### config.mk
export PLATFORM = sky130hd
export DESIGN_NAME = scpc_top
export DESIGN_NICKNAME = d
export VERILOG_FILES = /design/src/hdl/scpc_top.v
export VERILOG_INCLUDE_DIRS = /design/src /design/src/shared
export SDC_FILE = /design/constraint.sdc
export NUM_CORES = 1
export LEC_CHECK = 0
export BUFFER_PORTS_ARGS = -buffer_cell sky130_fd_sc_hd__clkbuf_2
export CAP_MARGIN = 30
export CORE_AREA = 4 4 162 164
export DETAILED_ROUTE_END_ITERATION = 12
export DIE_AREA = 0 0 166 168
export GPL_TIMING_DRIVEN = 0
export PLACE_DENSITY_LB_ADDON = 0.12
export SLEW_MARGIN = 20
export SYNTH_ARGS = -nofsm -noshare
export SYNTH_HDL_FRONTEND = slang
export SYNTH_SLANG_ARGS = --single-unit
### constraint.sdc
create_clock -name i_clk_sys -period 3 [get_ports i_clk_sys]
set_input_delay 0.15 -clock i_clk_sys [delete_from_list [all_inputs] [get_ports i_clk_sys]]
set_output_delay 0.15 -clock i_clk_sys [all_outputs]
set_load 0.01 [all_outputs]
### src/shared/scpc_map.vh
/*
 Register offsets, field positions, reset values and timing counts for the
 system clock synthesizer control block.
 Assumes a single 10 MHz system clock and a plain register port with
 read data returned one cycle after the read strobe.
*/
// Notes on behaviour
// - Input path bit: 0 selects direct path (default), 1 enables crystal amplifier.
// - Doubler bit set doubles the reference before the phase detector.
// - Two-bit prescale divides by two to the field value; default ratio one.
// - Eight-bit feedback ratio used directly, no offset; valid 4 to 255.
// - Lock detector result shows in status bit 0: 1 locked.
// - Report unstable after power-up until configuration, calibration and lock complete.
// - Stable asserts only after a 20-bit millisecond hold-off following lock.
// - Hold-off field zero forces unstable regardless of lock.
// - Stable indication goes to a status bit and to timekeeping blocks.
// - Calibration runs automatically during power-up initialization.
// - Calibration busy status bit 2 stays high while calibrating.
// - Leaving power-down needs no synthesizer recalibration.
// - Compensation from a stable loop channel can be applied to the other channel.
`ifndef SCPC_MAP_VH
`define SCPC_MAP_VH
`define SCPC_ADDR_W 14
`define SCPC_OFF_FB_RATIO 14'h0200
`define SCPC_OFF_IN_PATH 14'h0201
`define SCPC_OFF_REF_FREQ0 14'h0202
`define SCPC_OFF_HOLDOFF0 14'h0207
`define SCPC_OFF_CAL_CTRL 14'h2000
`define SCPC_OFF_UPDATE 14'h000f
`define SCPC_OFF_COMP_CTRL 14'h2001
`define SCPC_OFF_STATUS 14'h3001
`define SCPC_BIT_DOUBLER 0
`define SCPC_BIT_PRE_LO 1
`define SCPC_BIT_PRE_HI 2
`define SCPC_BIT_XTAL 3
`define SCPC_BIT_CAL 2
`define SCPC_BIT_LOCKED 0
`define SCPC_BIT_STABLE 1
`define SCPC_BIT_BUSY 2
`define SCPC_RST_FB_RATIO 8'h00
`define SCPC_RST_IN_PATH 8'h00
`define SCPC_RST_HOLDOFF 20'h00000
`define SCPC_CLK_HZ 10000000
`define SCPC_MS_PER_S 1000
`define SCPC_CYC_PER_MS (`SCPC_CLK_HZ / `SCPC_MS_PER_S)
`define SCPC_CAL_CYCLES 16'h0400
`endif

### src/hdl/scpc_top.v
/*
 System clock synthesizer control: shadowed configuration registers, update
 strobe, power-up and manual VCO calibration handshake, lock reporting,
 millisecond stability hold-off and compensation routing.
 Assumes the analog synthesizer reports lock and calibration completion as
 asynchronous levels, and a register master that never waits.
*/
`timescale 1ns/1ps
`include "scpc_map.vh"

module scpc_top #(
    parameter CYC_PER_MS = `SCPC_CYC_PER_MS,
    parameter CAL_CYCLES = `SCPC_CAL_CYCLES
) (
    input wire i_clk_sys,
    input wire i_rst_n,
    input wire i_ce,
    input wire [13:0] i_addr,
    input wire [7:0] i_wdata,
    input wire i_wr,
    input wire i_rd,
    output reg [7:0] o_rdata,
    input wire i_synth_lock_raw,
    input wire i_cal_done_raw,
    output reg o_cal_start,
    output reg o_osc_amp_enable,
    output reg o_input_doubler_enable,
    output reg [1:0] o_input_prescale_select,
    output reg [7:0] o_feedback_ratio,
    output reg [39:0] o_ref_freq_declared,
    output reg o_synth_stable_flag,
    output reg o_comp_apply,
    output reg o_comp_source_sel
);
    localparam ST_INIT = 4'b0001;
    localparam ST_CAL = 4'b0010;
    localparam ST_RUN = 4'b0100;
    localparam ST_WAIT = 4'b1000;

    // Shadow copies, written by software
    reg [7:0] sh_fb;
    reg [7:0] sh_path;
    reg [7:0] sh_ref [0:4];
    reg [7:0] sh_hold [0:2];
    reg [7:0] sh_cal;
    reg [7:0] sh_comp;
    // Active copies, loaded on update
    reg [19:0] act_hold;
    reg act_cal_req;
    reg cal_req_q;
    reg [3:0] state;
    reg [3:0] next_state;
    reg [15:0] cal_cnt;
    reg [16:0] ms_cnt;
    reg [19:0] hold_cnt;
    reg lock_s1, lock_s2, done_s1, done_s2;
    reg init_done;
    wire upd = i_wr && (i_addr == `SCPC_OFF_UPDATE);
    wire busy = (state == ST_CAL) || (state == ST_WAIT);
    integer k;

    // Pin synchronisers; first stage feeds only the second
    always @(posedge i_clk_sys)
    begin
        if (!i_rst_n)
        begin
            lock_s1 <= 1'b0;
            lock_s2 <= 1'b0;
            done_s1 <= 1'b0;
            done_s2 <= 1'b0;
        end
        else if (i_ce)
        begin
            lock_s1 <= i_synth_lock_raw;
            lock_s2 <= lock_s1;
            done_s1 <= i_cal_done_raw;
            done_s2 <= done_s1;
        end
    end

    // Shadow register writes
    always @(posedge i_clk_sys)
    begin
        if (!i_rst_n)
        begin
            sh_fb <= `SCPC_RST_FB_RATIO;
            sh_path <= `SCPC_RST_IN_PATH;
            sh_cal <= 8'h00;
            sh_comp <= 8'h00;
            for (k = 0; k < 5; k = k + 1)
                sh_ref[k] <= 8'h00;
            for (k = 0; k < 3; k = k + 1)
                sh_hold[k] <= 8'h00;
        end
        else if (i_ce && i_wr)
        begin
            case (i_addr)
                `SCPC_OFF_FB_RATIO: sh_fb <= i_wdata;
                `SCPC_OFF_IN_PATH: sh_path <= i_wdata;
                `SCPC_OFF_CAL_CTRL: sh_cal <= i_wdata;
                `SCPC_OFF_COMP_CTRL: sh_comp <= i_wdata;
                default:
                begin
                    for (k = 0; k < 5; k = k + 1)
                        if (i_addr == `SCPC_OFF_REF_FREQ0 + k[13:0])
                            sh_ref[k] <= i_wdata;
                    for (k = 0; k < 3; k = k + 1)
                        if (i_addr == `SCPC_OFF_HOLDOFF0 + k[13:0])
                            sh_hold[k] <= i_wdata;
                end
            endcase
        end
    end

    // Transfer shadow to active on the update strobe only
    always @(posedge i_clk_sys)
    begin
        if (!i_rst_n)
        begin
            o_feedback_ratio <= `SCPC_RST_FB_RATIO;
            o_osc_amp_enable <= 1'b0;
            o_input_doubler_enable <= 1'b0;
            o_input_prescale_select <= 2'b00;
            o_ref_freq_declared <= 40'h0000000000;
            act_hold <= `SCPC_RST_HOLDOFF;
            act_cal_req <= 1'b0;
            o_comp_apply <= 1'b0;
            o_comp_source_sel <= 1'b0;
        end
        else if (i_ce && upd)
        begin
            o_feedback_ratio <= sh_fb;
            o_osc_amp_enable <= sh_path[`SCPC_BIT_XTAL];
            o_input_doubler_enable <= sh_path[`SCPC_BIT_DOUBLER];
            o_input_prescale_select <= sh_path[`SCPC_BIT_PRE_HI:`SCPC_BIT_PRE_LO];
            o_ref_freq_declared <= {sh_ref[4], sh_ref[3], sh_ref[2], sh_ref[1], sh_ref[0]};
            act_hold <= {sh_hold[2][3:0], sh_hold[1], sh_hold[0]};
            act_cal_req <= sh_cal[`SCPC_BIT_CAL];
            // Channel 0 or 1 as the stable source, bit 0 enables compensation
            o_comp_apply <= sh_comp[0];
            o_comp_source_sel <= sh_comp[1];
        end
    end

    // Calibration sequencer: power-up pass, then rising edges of the request bit
    always @*
    begin
        next_state = state;
        case (state)
            ST_INIT: next_state = ST_CAL;
            ST_CAL: next_state = ST_WAIT;
            // Done is ignored for the first cycles: the synchroniser still shows the previous pass
            ST_WAIT:
                if ((done_s2 && cal_cnt > 16'h0002) || cal_cnt == CAL_CYCLES[15:0])
                    next_state = ST_RUN;
            // Only a fresh request recalibrates; nothing else re-enters calibration
            ST_RUN:
                if (act_cal_req && !cal_req_q)
                    next_state = ST_CAL;
            default: next_state = ST_INIT;
        endcase
    end

    // Sequencer state; timeout guards against a calibrator that never answers
    always @(posedge i_clk_sys)
    begin
        if (!i_rst_n)
        begin
            state <= ST_INIT;
            cal_cnt <= 16'h0000;
            cal_req_q <= 1'b0;
            o_cal_start <= 1'b0;
            init_done <= 1'b0;
        end
        else if (i_ce)
        begin
            state <= next_state;
            cal_req_q <= act_cal_req;
            o_cal_start <= (next_state == ST_CAL);
            cal_cnt <= (state == ST_WAIT) ? cal_cnt + 16'h0001 : 16'h0000;
            if (state == ST_WAIT && next_state == ST_RUN)
                init_done <= 1'b1;
        end
    end

    // Hold-off timer counts whole milliseconds of continuous lock
    always @(posedge i_clk_sys)
    begin
        if (!i_rst_n)
        begin
            ms_cnt <= 17'h00000;
            hold_cnt <= 20'h00000;
            o_synth_stable_flag <= 1'b0;
        end
        else if (i_ce)
        begin
            if (!lock_s2 || busy || !init_done || act_hold == 20'h00000)
            begin
                // Any loss of lock restarts the whole hold-off
                ms_cnt <= 17'h00000;
                hold_cnt <= 20'h00000;
                o_synth_stable_flag <= 1'b0;
            end
            else if (hold_cnt >= act_hold)
                o_synth_stable_flag <= 1'b1;
            else if (ms_cnt == CYC_PER_MS[16:0] - 17'h00001)
            begin
                ms_cnt <= 17'h00000;
                hold_cnt <= hold_cnt + 20'h00001;
            end
            else
                ms_cnt <= ms_cnt + 17'h00001;
        end
    end

    // Read port; unmapped addresses read zero
    always @(posedge i_clk_sys)
    begin
        if (!i_rst_n)
            o_rdata <= 8'h00;
        else if (i_ce)
        begin
            o_rdata <= 8'h00;
            if (i_rd)
            begin
                case (i_addr)
                    `SCPC_OFF_FB_RATIO: o_rdata <= sh_fb;
                    `SCPC_OFF_IN_PATH: o_rdata <= sh_path;
                    `SCPC_OFF_CAL_CTRL: o_rdata <= sh_cal;
                    `SCPC_OFF_COMP_CTRL: o_rdata <= sh_comp;
                    // Status: locked, stable, busy
                    `SCPC_OFF_STATUS: o_rdata <= {5'h00, busy, o_synth_stable_flag, lock_s2};
                    default:
                    begin
                        for (k = 0; k < 5; k = k + 1)
                            if (i_addr == `SCPC_OFF_REF_FREQ0 + k[13:0])
                                o_rdata <= sh_ref[k];
                        for (k = 0; k < 3; k = k + 1)
                            if (i_addr == `SCPC_OFF_HOLDOFF0 + k[13:0])
                                o_rdata <= sh_hold[k];
                    end
                endcase
            end
        end
    end
endmodule

==> flow_metrics.env, run 1 <==
export IMPL_status="finished, final reports clean"
export IMPL_cp_slowest_stage_delay_ps=560
export IMPL_synth_edf_count=64
export IMPL_vias=9462
export IMPL_syn_nets=1275
export IMPL_synthXorXnorAreaFrac=0.0135
export IMPL_seqCellArea_um2=5530
export IMPL_multi_input_area_um2=5130
export IMPL_crit_type="reg -> reg"
export IMPL_top_usage_layer="met2"
export IMPL_power_mw=7.02
export IMPL_tightest_slew_ps=852
export IMPL_worstPathRequired_ps=3450
export IMPL_power_leakage_nw=4.64
export IMPL_yosys_warnings=0
export IMPL_fmax_ghz=0.361
export IMPL_clock_sinks=244
export IMPL_syn_avg_cell_area_um2=9.05
export IMPL_rsz0062_at_grt="false"
export IMPL_cts_tree="built"
export IMPL_dp_hpwl_mm=23.5
export IMPL_use_met1=0.305
export IMPL_die_h_um=168
export IMPL_hold_violations=0
export IMPL_p_per_area_nw_per_um2=543
export IMPL_synth_seq_cells=244
export IMPL_ios=93
export IMPL_synthDistinctLibCells=67
export IMPL_grt_usage=0.224
export IMPL_peakVddDrop_mv=0.363
export IMPL_yosys_most_used_dff="dfxtp_1"
export IMPL_fin_nets=1409
export IMPL_worstPathMaxFanout=10
export IMPL_ys_seq_area_frac=0.500
export IMPL_synthTopCellsByArea="dfxtp_1, edfxtp_1, nand2_1"
export IMPL_use_met3=0.0355
export IMPL_routedWlPerCell_um=18.8
export IMPL_hold_path_class="in -> reg"
export IMPL_synth_mux_area_frac=0.0421
export IMPL_n_fill_cell=2387
export IMPL_crit_arrival_ps=3220
export IMPL_portBuffers=91
export IMPL_fin_skew_ps=8.95
export IMPL_numCtsBuffers=27
export IMPL_synth_top_family_by_area="simple AND/OR/NAND/NOR gates"
export IMPL_routed_wl_mm=32.1
export IMPL_viasPerCell=5.55
export IMPL_htreeDepth=1
export IMPL_clk_pin_slew_worst_paths_ps=60
export IMPL_slew_violations=0
export IMPL_areaGrowthSynthToFinish_pct=17.1
export IMPL_met2_usage=0.372
export IMPL_reg2regPathDepth=10
export IMPL_final_common_cell="nand2_1"
export IMPL_grt_ovfl_total=0
export IMPL_cts_root_buf="clkbuf_16"
export IMPL_synthesis_area_um2=11000
export IMPL_grt_pass1_vias=9256
export IMPL_cp_cell_sequence="inv_1, ha_1, nor2b_1, o21ai_0, a41oi_1, or4_4, nand4_2, clkbuf_1, nand3_1, a21oi_1"
export IMPL_start_util=0.444
export IMPL_maxCapViolCount=0
export IMPL_critical_path_depth=10
export IMPL_synth_top_area_share=0.326
export IMPL_startpoint_type="flop"
export IMPL_synth_compound_area_frac=0.158
export IMPL_drc_errors=0
export IMPL_grt_max_degree=13
export IMPL_slew_headroom=0.429
export IMPL_whs_ps=167
export IMPL_antenna_left=0
export IMPL_drive_gt1_frac=0.137
export IMPL_core_area_um2=24900
export IMPL_end_kind="flop"
export IMPL_antennaDiodeCount=0
export IMPL_hold_depth=4
export IMPL_place_congestion=0.926
export IMPL_rows=58
export IMPL_slowest_stage="or4_4"
export IMPL_antenna_found_initial=0
export IMPL_synthAdderAreaFrac=0.0283
export IMPL_grt_pass1_wl_mm=51.4
export IMPL_setup_viol=0
export IMPL_min_period_over_period=0.923
export IMPL_async_flop_share=0
export IMPL_die_area_um2=27900
export IMPL_min_period_ps=2770
export IMPL_worst_path_buf_inv=2
export IMPL_syn_inst=1221
export IMPL_synth_largest_area_cell="dfxtp_1"
export IMPL_clock_latency_ps=530
export IMPL_final_cell_mix="nand2_1, dfxtp_1, a21oi_1, clkbuf_2"
export IMPL_die_w_um=166
export IMPL_yosys_area_share_simple=0.220
export IMPL_drtPass1Iterations=5
export IMPL_crit_family="simple AND/OR/NAND/NOR gates"
export IMPL_drtIter0Drc=776
export IMPL_cts_buffer_depth=3
-- cell families after synthesis --
kind of cell | after synthesis
and+or+nand+nor | 510
AOI/OAI and AO/OA | 275
DFF | 244
buffers and inverters | 105
muxes | 45
adders and majority gates | 25
xor gates and xnor gates | 17
-- power by group --
group	leakage (nW)	switching, mW	total (mW)	internal, mW
Clock	0.424	1.33	3.25	1.92
Combinational	2.16	0.207	0.294	0.0869
Sequential	2.06	0.0451	3.47	3.43
-- final timing paths --
check	endpoint	slack, ps	startpoint
setup / recovery	hold_cnt[1]$_SDFFE_PN0P_	230	hold_cnt[0]$_SDFFE_PN0P_
hold / removal	hold_cnt[10]$_SDFFE_PN0P_	170	i_rst_n
setup reg to reg	hold_cnt[1]$_SDFFE_PN0P_	230	hold_cnt[0]$_SDFFE_PN0P_
hold reg to reg	o_ref_freq_declared[12]$_SDFFE_PN0P_	450	o_ref_freq_declared[12]$_SDFFE_PN0P_
-- routing by layer --
layer	part of all wire	wire length, µm
met2	0.46	14800
met1	0.46	14700
met4	0.025	808
met5	0	0
met3	0.054	1730
-- timing repair --
| action | 4_1_cts | 5_1_grt |
|---|---|---|
| buffers inserted | 0 | 0 |
| endpoints found under the setup margin | 0 | 17 |
| gates resized for setup | 0 | 6 |
| hold buffers | 11 | 0 |
| hold endpoints to repair | 25 | 0 |
-- metrics by stage --
step	instances	cell area [µm²]	utilization	setup TNS [ps]	setup slack, ps
floorplan	1221	11000	-	0	661
finish	1704	12900	0.520	0	230
global route	1704	12900	0.520	0	27.0
detailed placement	1644	12000	0.480	0	39.7
CTS	1703	12900	0.519	0	26.7
global placement	1642	11900	0.479	-1180	-111
-- state kept, by name (all words and copies together) (netlist names), 2 cells and up --
signal                   flops
sh_ref                      40
sh_hold                     24
o_feedback_ratio             8
sh_fb                        8
act_hold                    20
o_ref_freq_declared         40
sh_cal                       8
sh_comp                      8
o_rdata                      8
o_input_prescale_select      2
cal_cnt                     16
sh_path                      8
state                        4
ms_cnt                      17
hold_cnt                    20
-- cell usage after synthesis, types with 13 or more instances --
| master | instances |
|---|---|
| a2111o_1 | 14 |
| a21oi_1 | 140 |
| and2_1 | 20 |
| and3_1 | 18 |
| buf_2 | 17 |
| clkbuf_1 | 47 |
| dfxtp_1 | 180 |
| edfxtp_1 | 64 |
| ha_1 | 25 |
| inv_1 | 36 |
| mux2i_1 | 33 |
| nand2_1 | 271 |
| nand3_1 | 27 |
| nand4_1 | 20 |
| nor2_1 | 64 |
| nor4_1 | 13 |
| o2111ai_1 | 14 |
| o21ai_0 | 39 |
| or3_1 | 14 |
| xor2_1 | 13 |
-- cell type report --
cell class / count / share of cell area
multi-input combinational: 872 / 0.397
inverter: 36 / 0.0104
timing repair buffer: 105 / 0.0451
clock buffer: 39 / 0.0588
sequential: 244 / 0.427
tap: 330 / 0.0319
clock inverter: 9 / 0.00726
buffer: 69 / 0.0224
-- worst min-delay path, stage by stage --
cell      delay (ps)
clkbuf_2         110
nand2_1          210
a2111o_1         140
nand2_1           40
No activity file was read; power rests on OpenSTA's default activity.
==> run 2: changes to the inputs <==
Settings changed: CORE_AREA 4 4 162 164 to 4 4 193 139, DIE_AREA 0 0 166 168 to 0 0 197 143, PLACE_DENSITY_LB_ADDON 0.12 to 0.15.
==> run 2 against run 1 <==
  * Total power shrank 2.8%
  * Global-route usage grew 0.40 points
  * Utilization shrank 0.69 points
  * Clock-buffer cell count shrank 4
  * Critical endpoint is now hold_cnt[15]$_SDFFE_PN0P_
  * Sequential power is essentially flat
  * Clock skew grew 5.4 ps
  * Die area grew 1.0%
  * Sequential cell count is the same
  * Largest power group unchanged
  * Setup slack lost 14 ps
  * Non-clock buffer count grew 4
  * Routed wire length grew 1.9%
==> flow_metrics.env, run 2 (synthesized netlist as in run 1, its figures left out) <==
export IMPL_cts_tree="built"
export IMPL_rsz0062_at_grt="false"
export IMPL_viasPerCell=5.64
export IMPL_htreeDepth=1
export IMPL_routed_wl_mm=32.7
export IMPL_worst_path_buf_inv=2
export IMPL_reg2regPathDepth=8
export IMPL_fin_skew_ps=14.3
export IMPL_die_w_um=197
export IMPL_fmax_ghz=0.359
export IMPL_grt_max_degree=15
export IMPL_drtIter0Drc=937
export IMPL_final_common_cell="nand2_1"
export IMPL_antennaDiodeCount=0
export IMPL_cp_cell_sequence="nor4_1, nand3_1, o2111ai_2, nand2_1, clkbuf_1, clkbuf_1, o2111ai_1, nand2_1"
export IMPL_grt_pass1_vias=8984
export IMPL_cts_setup_buffers=0
export IMPL_final_cells=1706
export IMPL_grt_usage=0.228
export IMPL_hold_path_class="in -> reg"
export IMPL_vias=9627
export IMPL_areaGrowthSynthToFinish_pct=16.6
export IMPL_peakVddDrop_mv=0.363
export IMPL_min_period_ps=2780
export IMPL_core_area_um2=25100
export IMPL_hold_violations=0
export IMPL_final_cell_mix="nand2_1, dfxtp_1, a21oi_1, clkbuf_2"
export IMPL_slew_headroom=0.432
export IMPL_drtPass1Iterations=7
export IMPL_crit_start="act_hold[14]$_SDFFE_PN0P_"
export IMPL_fin_util=0.513
export IMPL_startpoint_type="flop"
export IMPL_rows=49
export IMPL_dp_hpwl_mm=24.3
export IMPL_cts_buffer_depth=3
export IMPL_r2r_setup_slack_ps=220
export IMPL_cts_root_buf="clkbuf_16"
export IMPL_drive_gt1_frac=0.137
export IMPL_grt_ovfl_total=0
export IMPL_worstPathRequired_ps=3400
export IMPL_antenna_found_initial=0
export IMPL_crit_reg2reg_launch="act_hold[14]$_SDFFE_PN0P_"
export IMPL_critical_path_depth=8
export IMPL_maxCapViolCount=0
export IMPL_cp_slowest_stage_delay_ps=480
export IMPL_n_fill_cell=2466
export IMPL_setup_viol=0
export IMPL_p_per_area_nw_per_um2=530
export IMPL_routedWlPerCell_um=19.1
export IMPL_worstPathMaxFanout=10
export IMPL_power_leakage_nw=4.63
export IMPL_crit_arrival_ps=3190
export IMPL_portBuffers=91
export IMPL_fin_setup_tns_ps=0
export IMPL_crit_type="reg -> reg"
export IMPL_grt_pass1_wl_mm=51.1
export IMPL_die_h_um=143
export IMPL_endpoint="hold_cnt[15]$_SDFFE_PN0P_"
export IMPL_end_kind="flop"
export IMPL_tightest_slew_ps=845
export IMPL_fin_nets=1411
export IMPL_status="finished, final reports clean"
export IMPL_slowest_stage="o2111ai_2"
export IMPL_antenna_left=0
export IMPL_place_congestion=0.961
export IMPL_numCtsBuffers=25
export IMPL_drc_errors=0
export IMPL_slew_violations=0
export IMPL_clock_sinks=244
export IMPL_start_util=0.440
export IMPL_rr_endpoint="hold_cnt[15]$_SDFFE_PN0P_"
export IMPL_crit_family="simple AND/OR/NAND/NOR gates"
export IMPL_min_period_over_period=0.928
export IMPL_reg_largest_list="o_ref_freq_declared x40, sh_ref x40, sh_hold x24"
export IMPL_clk_pin_slew_worst_paths_ps=60
export IMPL_dpl_cell_count=1648
export IMPL_ios=93
export IMPL_die_area_um2=28200
export IMPL_clock_latency_ps=520
[run 2: changes by cell type in the layout (fill, tap and decap cells not counted), moves of 2 or more]
| cell | delta |
|---|---|
| clkbuf_1 | -2 |
| clkbuf_2 | +3 |
| clkinv_2 | -3 |
| o21ai_0 | +2 |
| clkbuf_8 | -2 |
| buf_2 | +3 |
| clkinv_1 | +3 |
| clkbuf_16 | -2 |
| o21ai_1 | -2 |
[run 2: worst min path at each step]
stage	cells after the start	startpoint	to	slack, ps
5_1_grt	3	i_wr	sh_hold[0][5]$_DFFE_PP_	190
3_5_place_dp	3	i_cal_done_raw	done_s1$_SDFFE_PN0P_	400
2_1_floorplan	2	i_wdata[0]	sh_cal[0]$_SDFFE_PN0P_	290
6_report	5	i_rst_n	hold_cnt[8]$_SDFFE_PN0P_	210
4_1_cts	3	i_wr	sh_hold[0][5]$_DFFE_PP_	170
3_3_place_gp	3	i_cal_done_raw	done_s1$_SDFFE_PN0P_	390
[run 2: through the flow]
| step | hold WS, ps | total power [mW] | setup WS [ps] | area [µm²] |
|---|---|---|---|---|
| 5_1_grt | 191 | 7.04 | 25.2 | 12900 |
| 3_3_place_gp | 391 | 3.82 | -2.90 | 11900 |
| 2_1_floorplan | 290 | 3.68 | 661 | 11000 |
| 4_1_cts | 173 | 6.87 | 100 | 12900 |
| 3_5_place_dp | 398 | 3.83 | -53.5 | 12000 |
| 6_report | 211 | 6.82 | 216 | 12900 |
[run 2: layout make-up]
class	count	area, µm²	area share
flip-flops and latches	244	5530	0.429
multi-input cells	872	5130	0.398
clock buffers	35	683	0.0530
inverters	36	135	0.0105
plain buffers	69	293	0.0227
clock inverters	10	98.8	0.00767
well taps	331	414	0.0321
repair buffers	109	603	0.0468
[run 2: power breakdown]
part / switching [mW] / internal (mW)
registers: 0.0447 / 3.43
clock network: 1.29 / 1.76
logic: 0.216 / 0.0888
[run 2: layer usage]
| layer | global-route usage | routed length, µm | vias up |
|---|---|---|---|
| met3 | 0.0559 | 2730 | 40 |
| met5 | 0 | 0 | - |
| li1 | - | - | 4653 |
| met1 | 0.362 | 16500 | 4605 |
| met4 | 0.0434 | 515 | 0 |
| met2 | 0.313 | 12900 | 329 |
[run 2: what timing repair did]
action	in CTS	in global routing
resized for setup	1	10
hold buffers	11	0
endpoints found under the setup margin	10	24
cloned	0	0
hold endpoints to repair	21	0
[run 2: worst register-to-register path: stages (launching register included)]
cell and delay, ps:
dfxtp_1 320, nor4_1 470, nand3_1 250, o2111ai_2 480, nand2_1 290, clkbuf_1 310
clkbuf_1 310, o2111ai_1 150, nand2_1 70
==> run 3: changes to the inputs <==
Clock period 3 ns to 3.2 ns, I/O delays scaled along.
==> run 3 against run 2 <==
  * Combinational power decreased by 6%
  * Setup slack improved by 18 ps
  * Maximum frequency decreased by 6.1%
  * First-iteration DRC count increased by 0.11%
  * Register-to-register slack improved by 20 ps
  * Worst hold slack got worse by 5.8 ps
  * Clock-buffer cell count unchanged
  * Non-clock buffer count unchanged
  * Largest cell class unchanged
  * Largest power group unchanged
==> flow_metrics.env, run 3 (synthesized netlist as in run 1, its figures left out) <==
export IMPL_drtIter0Drc=938
export IMPL_vias=9579
export IMPL_antenna_left=0
export IMPL_fmax_ghz=0.337
export IMPL_fin_nets=1411
export IMPL_cpMostUsedCell="nand2_1"
export IMPL_die_h_um=143
export IMPL_numCtsBuffers=25
export IMPL_tightest_slew_ps=922
export IMPL_reg2regPathDepth=8
export IMPL_hold_path_class="in -> reg"
export IMPL_crit_type="reg -> reg"
export IMPL_multi_input_area_um2=5130
export IMPL_worstPathMaxFanout=10
export IMPL_crit_start="act_hold[14]$_SDFFE_PN0P_"
export IMPL_dp_hpwl_mm=24.3
export IMPL_core_area_um2=25100
export IMPL_grt_pass1_vias=8972
export IMPL_hold_violations=0
export IMPL_slew_violations=0
export IMPL_grt_ovfl_total=0
export IMPL_clock_sinks=244
export IMPL_cts_root_buf="clkbuf_16"
export IMPL_worst_path_buf_inv=1
export IMPL_routed_wl_mm=32.7
export IMPL_clock_latency_ps=520
export IMPL_final_cells=1706
export IMPL_crit_arrival_ps=3370
export IMPL_viasPerCell=5.61
export IMPL_antennaDiodeCount=0
export IMPL_worstPathRequired_ps=3600
export IMPL_status="finished, final reports clean"
export IMPL_routedWlPerCell_um=19.2
export IMPL_portBuffers=91
export IMPL_cp_cell_sequence="nor4_1, nand3_1, o2111ai_2, nand2_1, nand2_1, clkbuf_1, a2111o_1, nand2_1"
export IMPL_dpl_cell_count=1648
export IMPL_place_congestion=0.961
export IMPL_cp_slowest_stage_delay_ps=510
export IMPL_grt_pass1_wl_mm=51.0
export IMPL_maxCapViolCount=0
export IMPL_drive_gt1_frac=0.134
export IMPL_crit_reg2reg_launch="act_hold[14]$_SDFFE_PN0P_"
export IMPL_start_util=0.440
export IMPL_grt_usage=0.228
export IMPL_slowest_stage="clkbuf_1"
export IMPL_cts_buffer_depth=3
export IMPL_end_kind="flop"
export IMPL_rsz0062_at_grt="false"
export IMPL_final_common_cell="nand2_1"
export IMPL_hold_depth=5
export IMPL_slew_headroom=0.377
export IMPL_min_period_ps=2970
export IMPL_drc_errors=0
export IMPL_reg_largest_list="o_ref_freq_declared x40, sh_ref x40, sh_hold x24"
export IMPL_die_area_um2=28200
export IMPL_cts_tree="built"
export IMPL_final_cell_mix="nand2_1, dfxtp_1, a21oi_1, clkbuf_2"
export IMPL_n_fill_cell=2466
export IMPL_min_period_over_period=0.927
export IMPL_setup_viol=0
export IMPL_antenna_found_initial=0
export IMPL_ios=93
export IMPL_startpoint_type="flop"
export IMPL_p_per_area_nw_per_um2=497
export IMPL_die_w_um=197
export IMPL_power_leakage_nw=4.62
export IMPL_cts_setup_buffers=0
export IMPL_crit_family="simple AND/OR/NAND/NOR gates"
export IMPL_fin_setup_tns_ps=0
export IMPL_grt_max_degree=15
export IMPL_hp_start="i_rst_n"
export IMPL_areaGrowthSynthToFinish_pct=16.5
export IMPL_critical_path_depth=8
export IMPL_htreeDepth=1
export IMPL_peakVddDrop_mv=0.340
export IMPL_drtPass1Iterations=8
export IMPL_seqCellArea_um2=5530
export IMPL_clk_pin_slew_worst_paths_ps=60
export IMPL_fin_skew_ps=16.6
export IMPL_rows=49
## run 3: cell types whose count changed in the layout (fill, tap and decap cells not counted)
cell and change:
clkbuf_2 -3, clkbuf_1 +3, nor4bb_1 +1, nand2_1 +1
nor4bb_2 -1, nand2_2 -1
## run 3: tightest hold or removal path, cell delays in order
cell      delay, ps
clkbuf_2        110
inv_1           180
a21oi_1          90
nand2_1          70
o21ai_0          60
## run 3: final cells by class
type	instances	share of cell area
Inverter	36	0.0105
Clock buffer	35	0.0531
Tap cell	331	0.0322
Timing Repair Buffer	109	0.0468
Sequential cell	244	0.429
Clock inverter	10	0.00768
Multi-Input combinational cell	872	0.398
Buffer	69	0.0224
## run 3: metrics by stage
stage	hold WS, ps	power [mW]	utilization	worst slack (ps)	instance area [µm²]
6_report	206	6.40	0.512	234	12900
5_1_grt	201	6.60	0.512	75.9	12900
3_3_place_gp	401	3.58	0.474	192	11900
3_5_place_dp	408	3.59	0.476	147	12000
4_1_cts	183	6.45	0.512	129	12900
2_1_floorplan	300	3.45	-	861	11000
## run 3: timing repair
action                                  CTS  global route
endpoints found under the hold margin    16             0
hold buffers                             11             0
resized for setup                         0             3
endpoints found under the setup margin    0            10
## run 3: power breakdown
part           switching (mW)  internal [mW]
sequential             0.0416           3.21
clock                    1.21           1.65
combinational           0.203         0.0830
total                    1.46           4.94
## run 3: layer usage
metal / vias up / part of all wire / track usage
met5: - / 0 / 0
met4: 0 / 0.016 / 0.0434
met3: 37 / 0.077 / 0.0559
met2: 311 / 0.40 / 0.312
met1: 4577 / 0.51 / 0.361
li1: 4654 / - / -
## run 3: path summary, 6_finish.rpt
kind                                                             to  slack (ps)
worst max-delay path                      hold_cnt[15]$_SDFFE_PN0P_         230
worst min-delay path                       hold_cnt[8]$_SDFFE_PN0P_         210
worst max register to register            hold_cnt[15]$_SDFFE_PN0P_         230
worst min register to register  o_ref_freq_declared[7]$_SDFFE_PN0P_         450
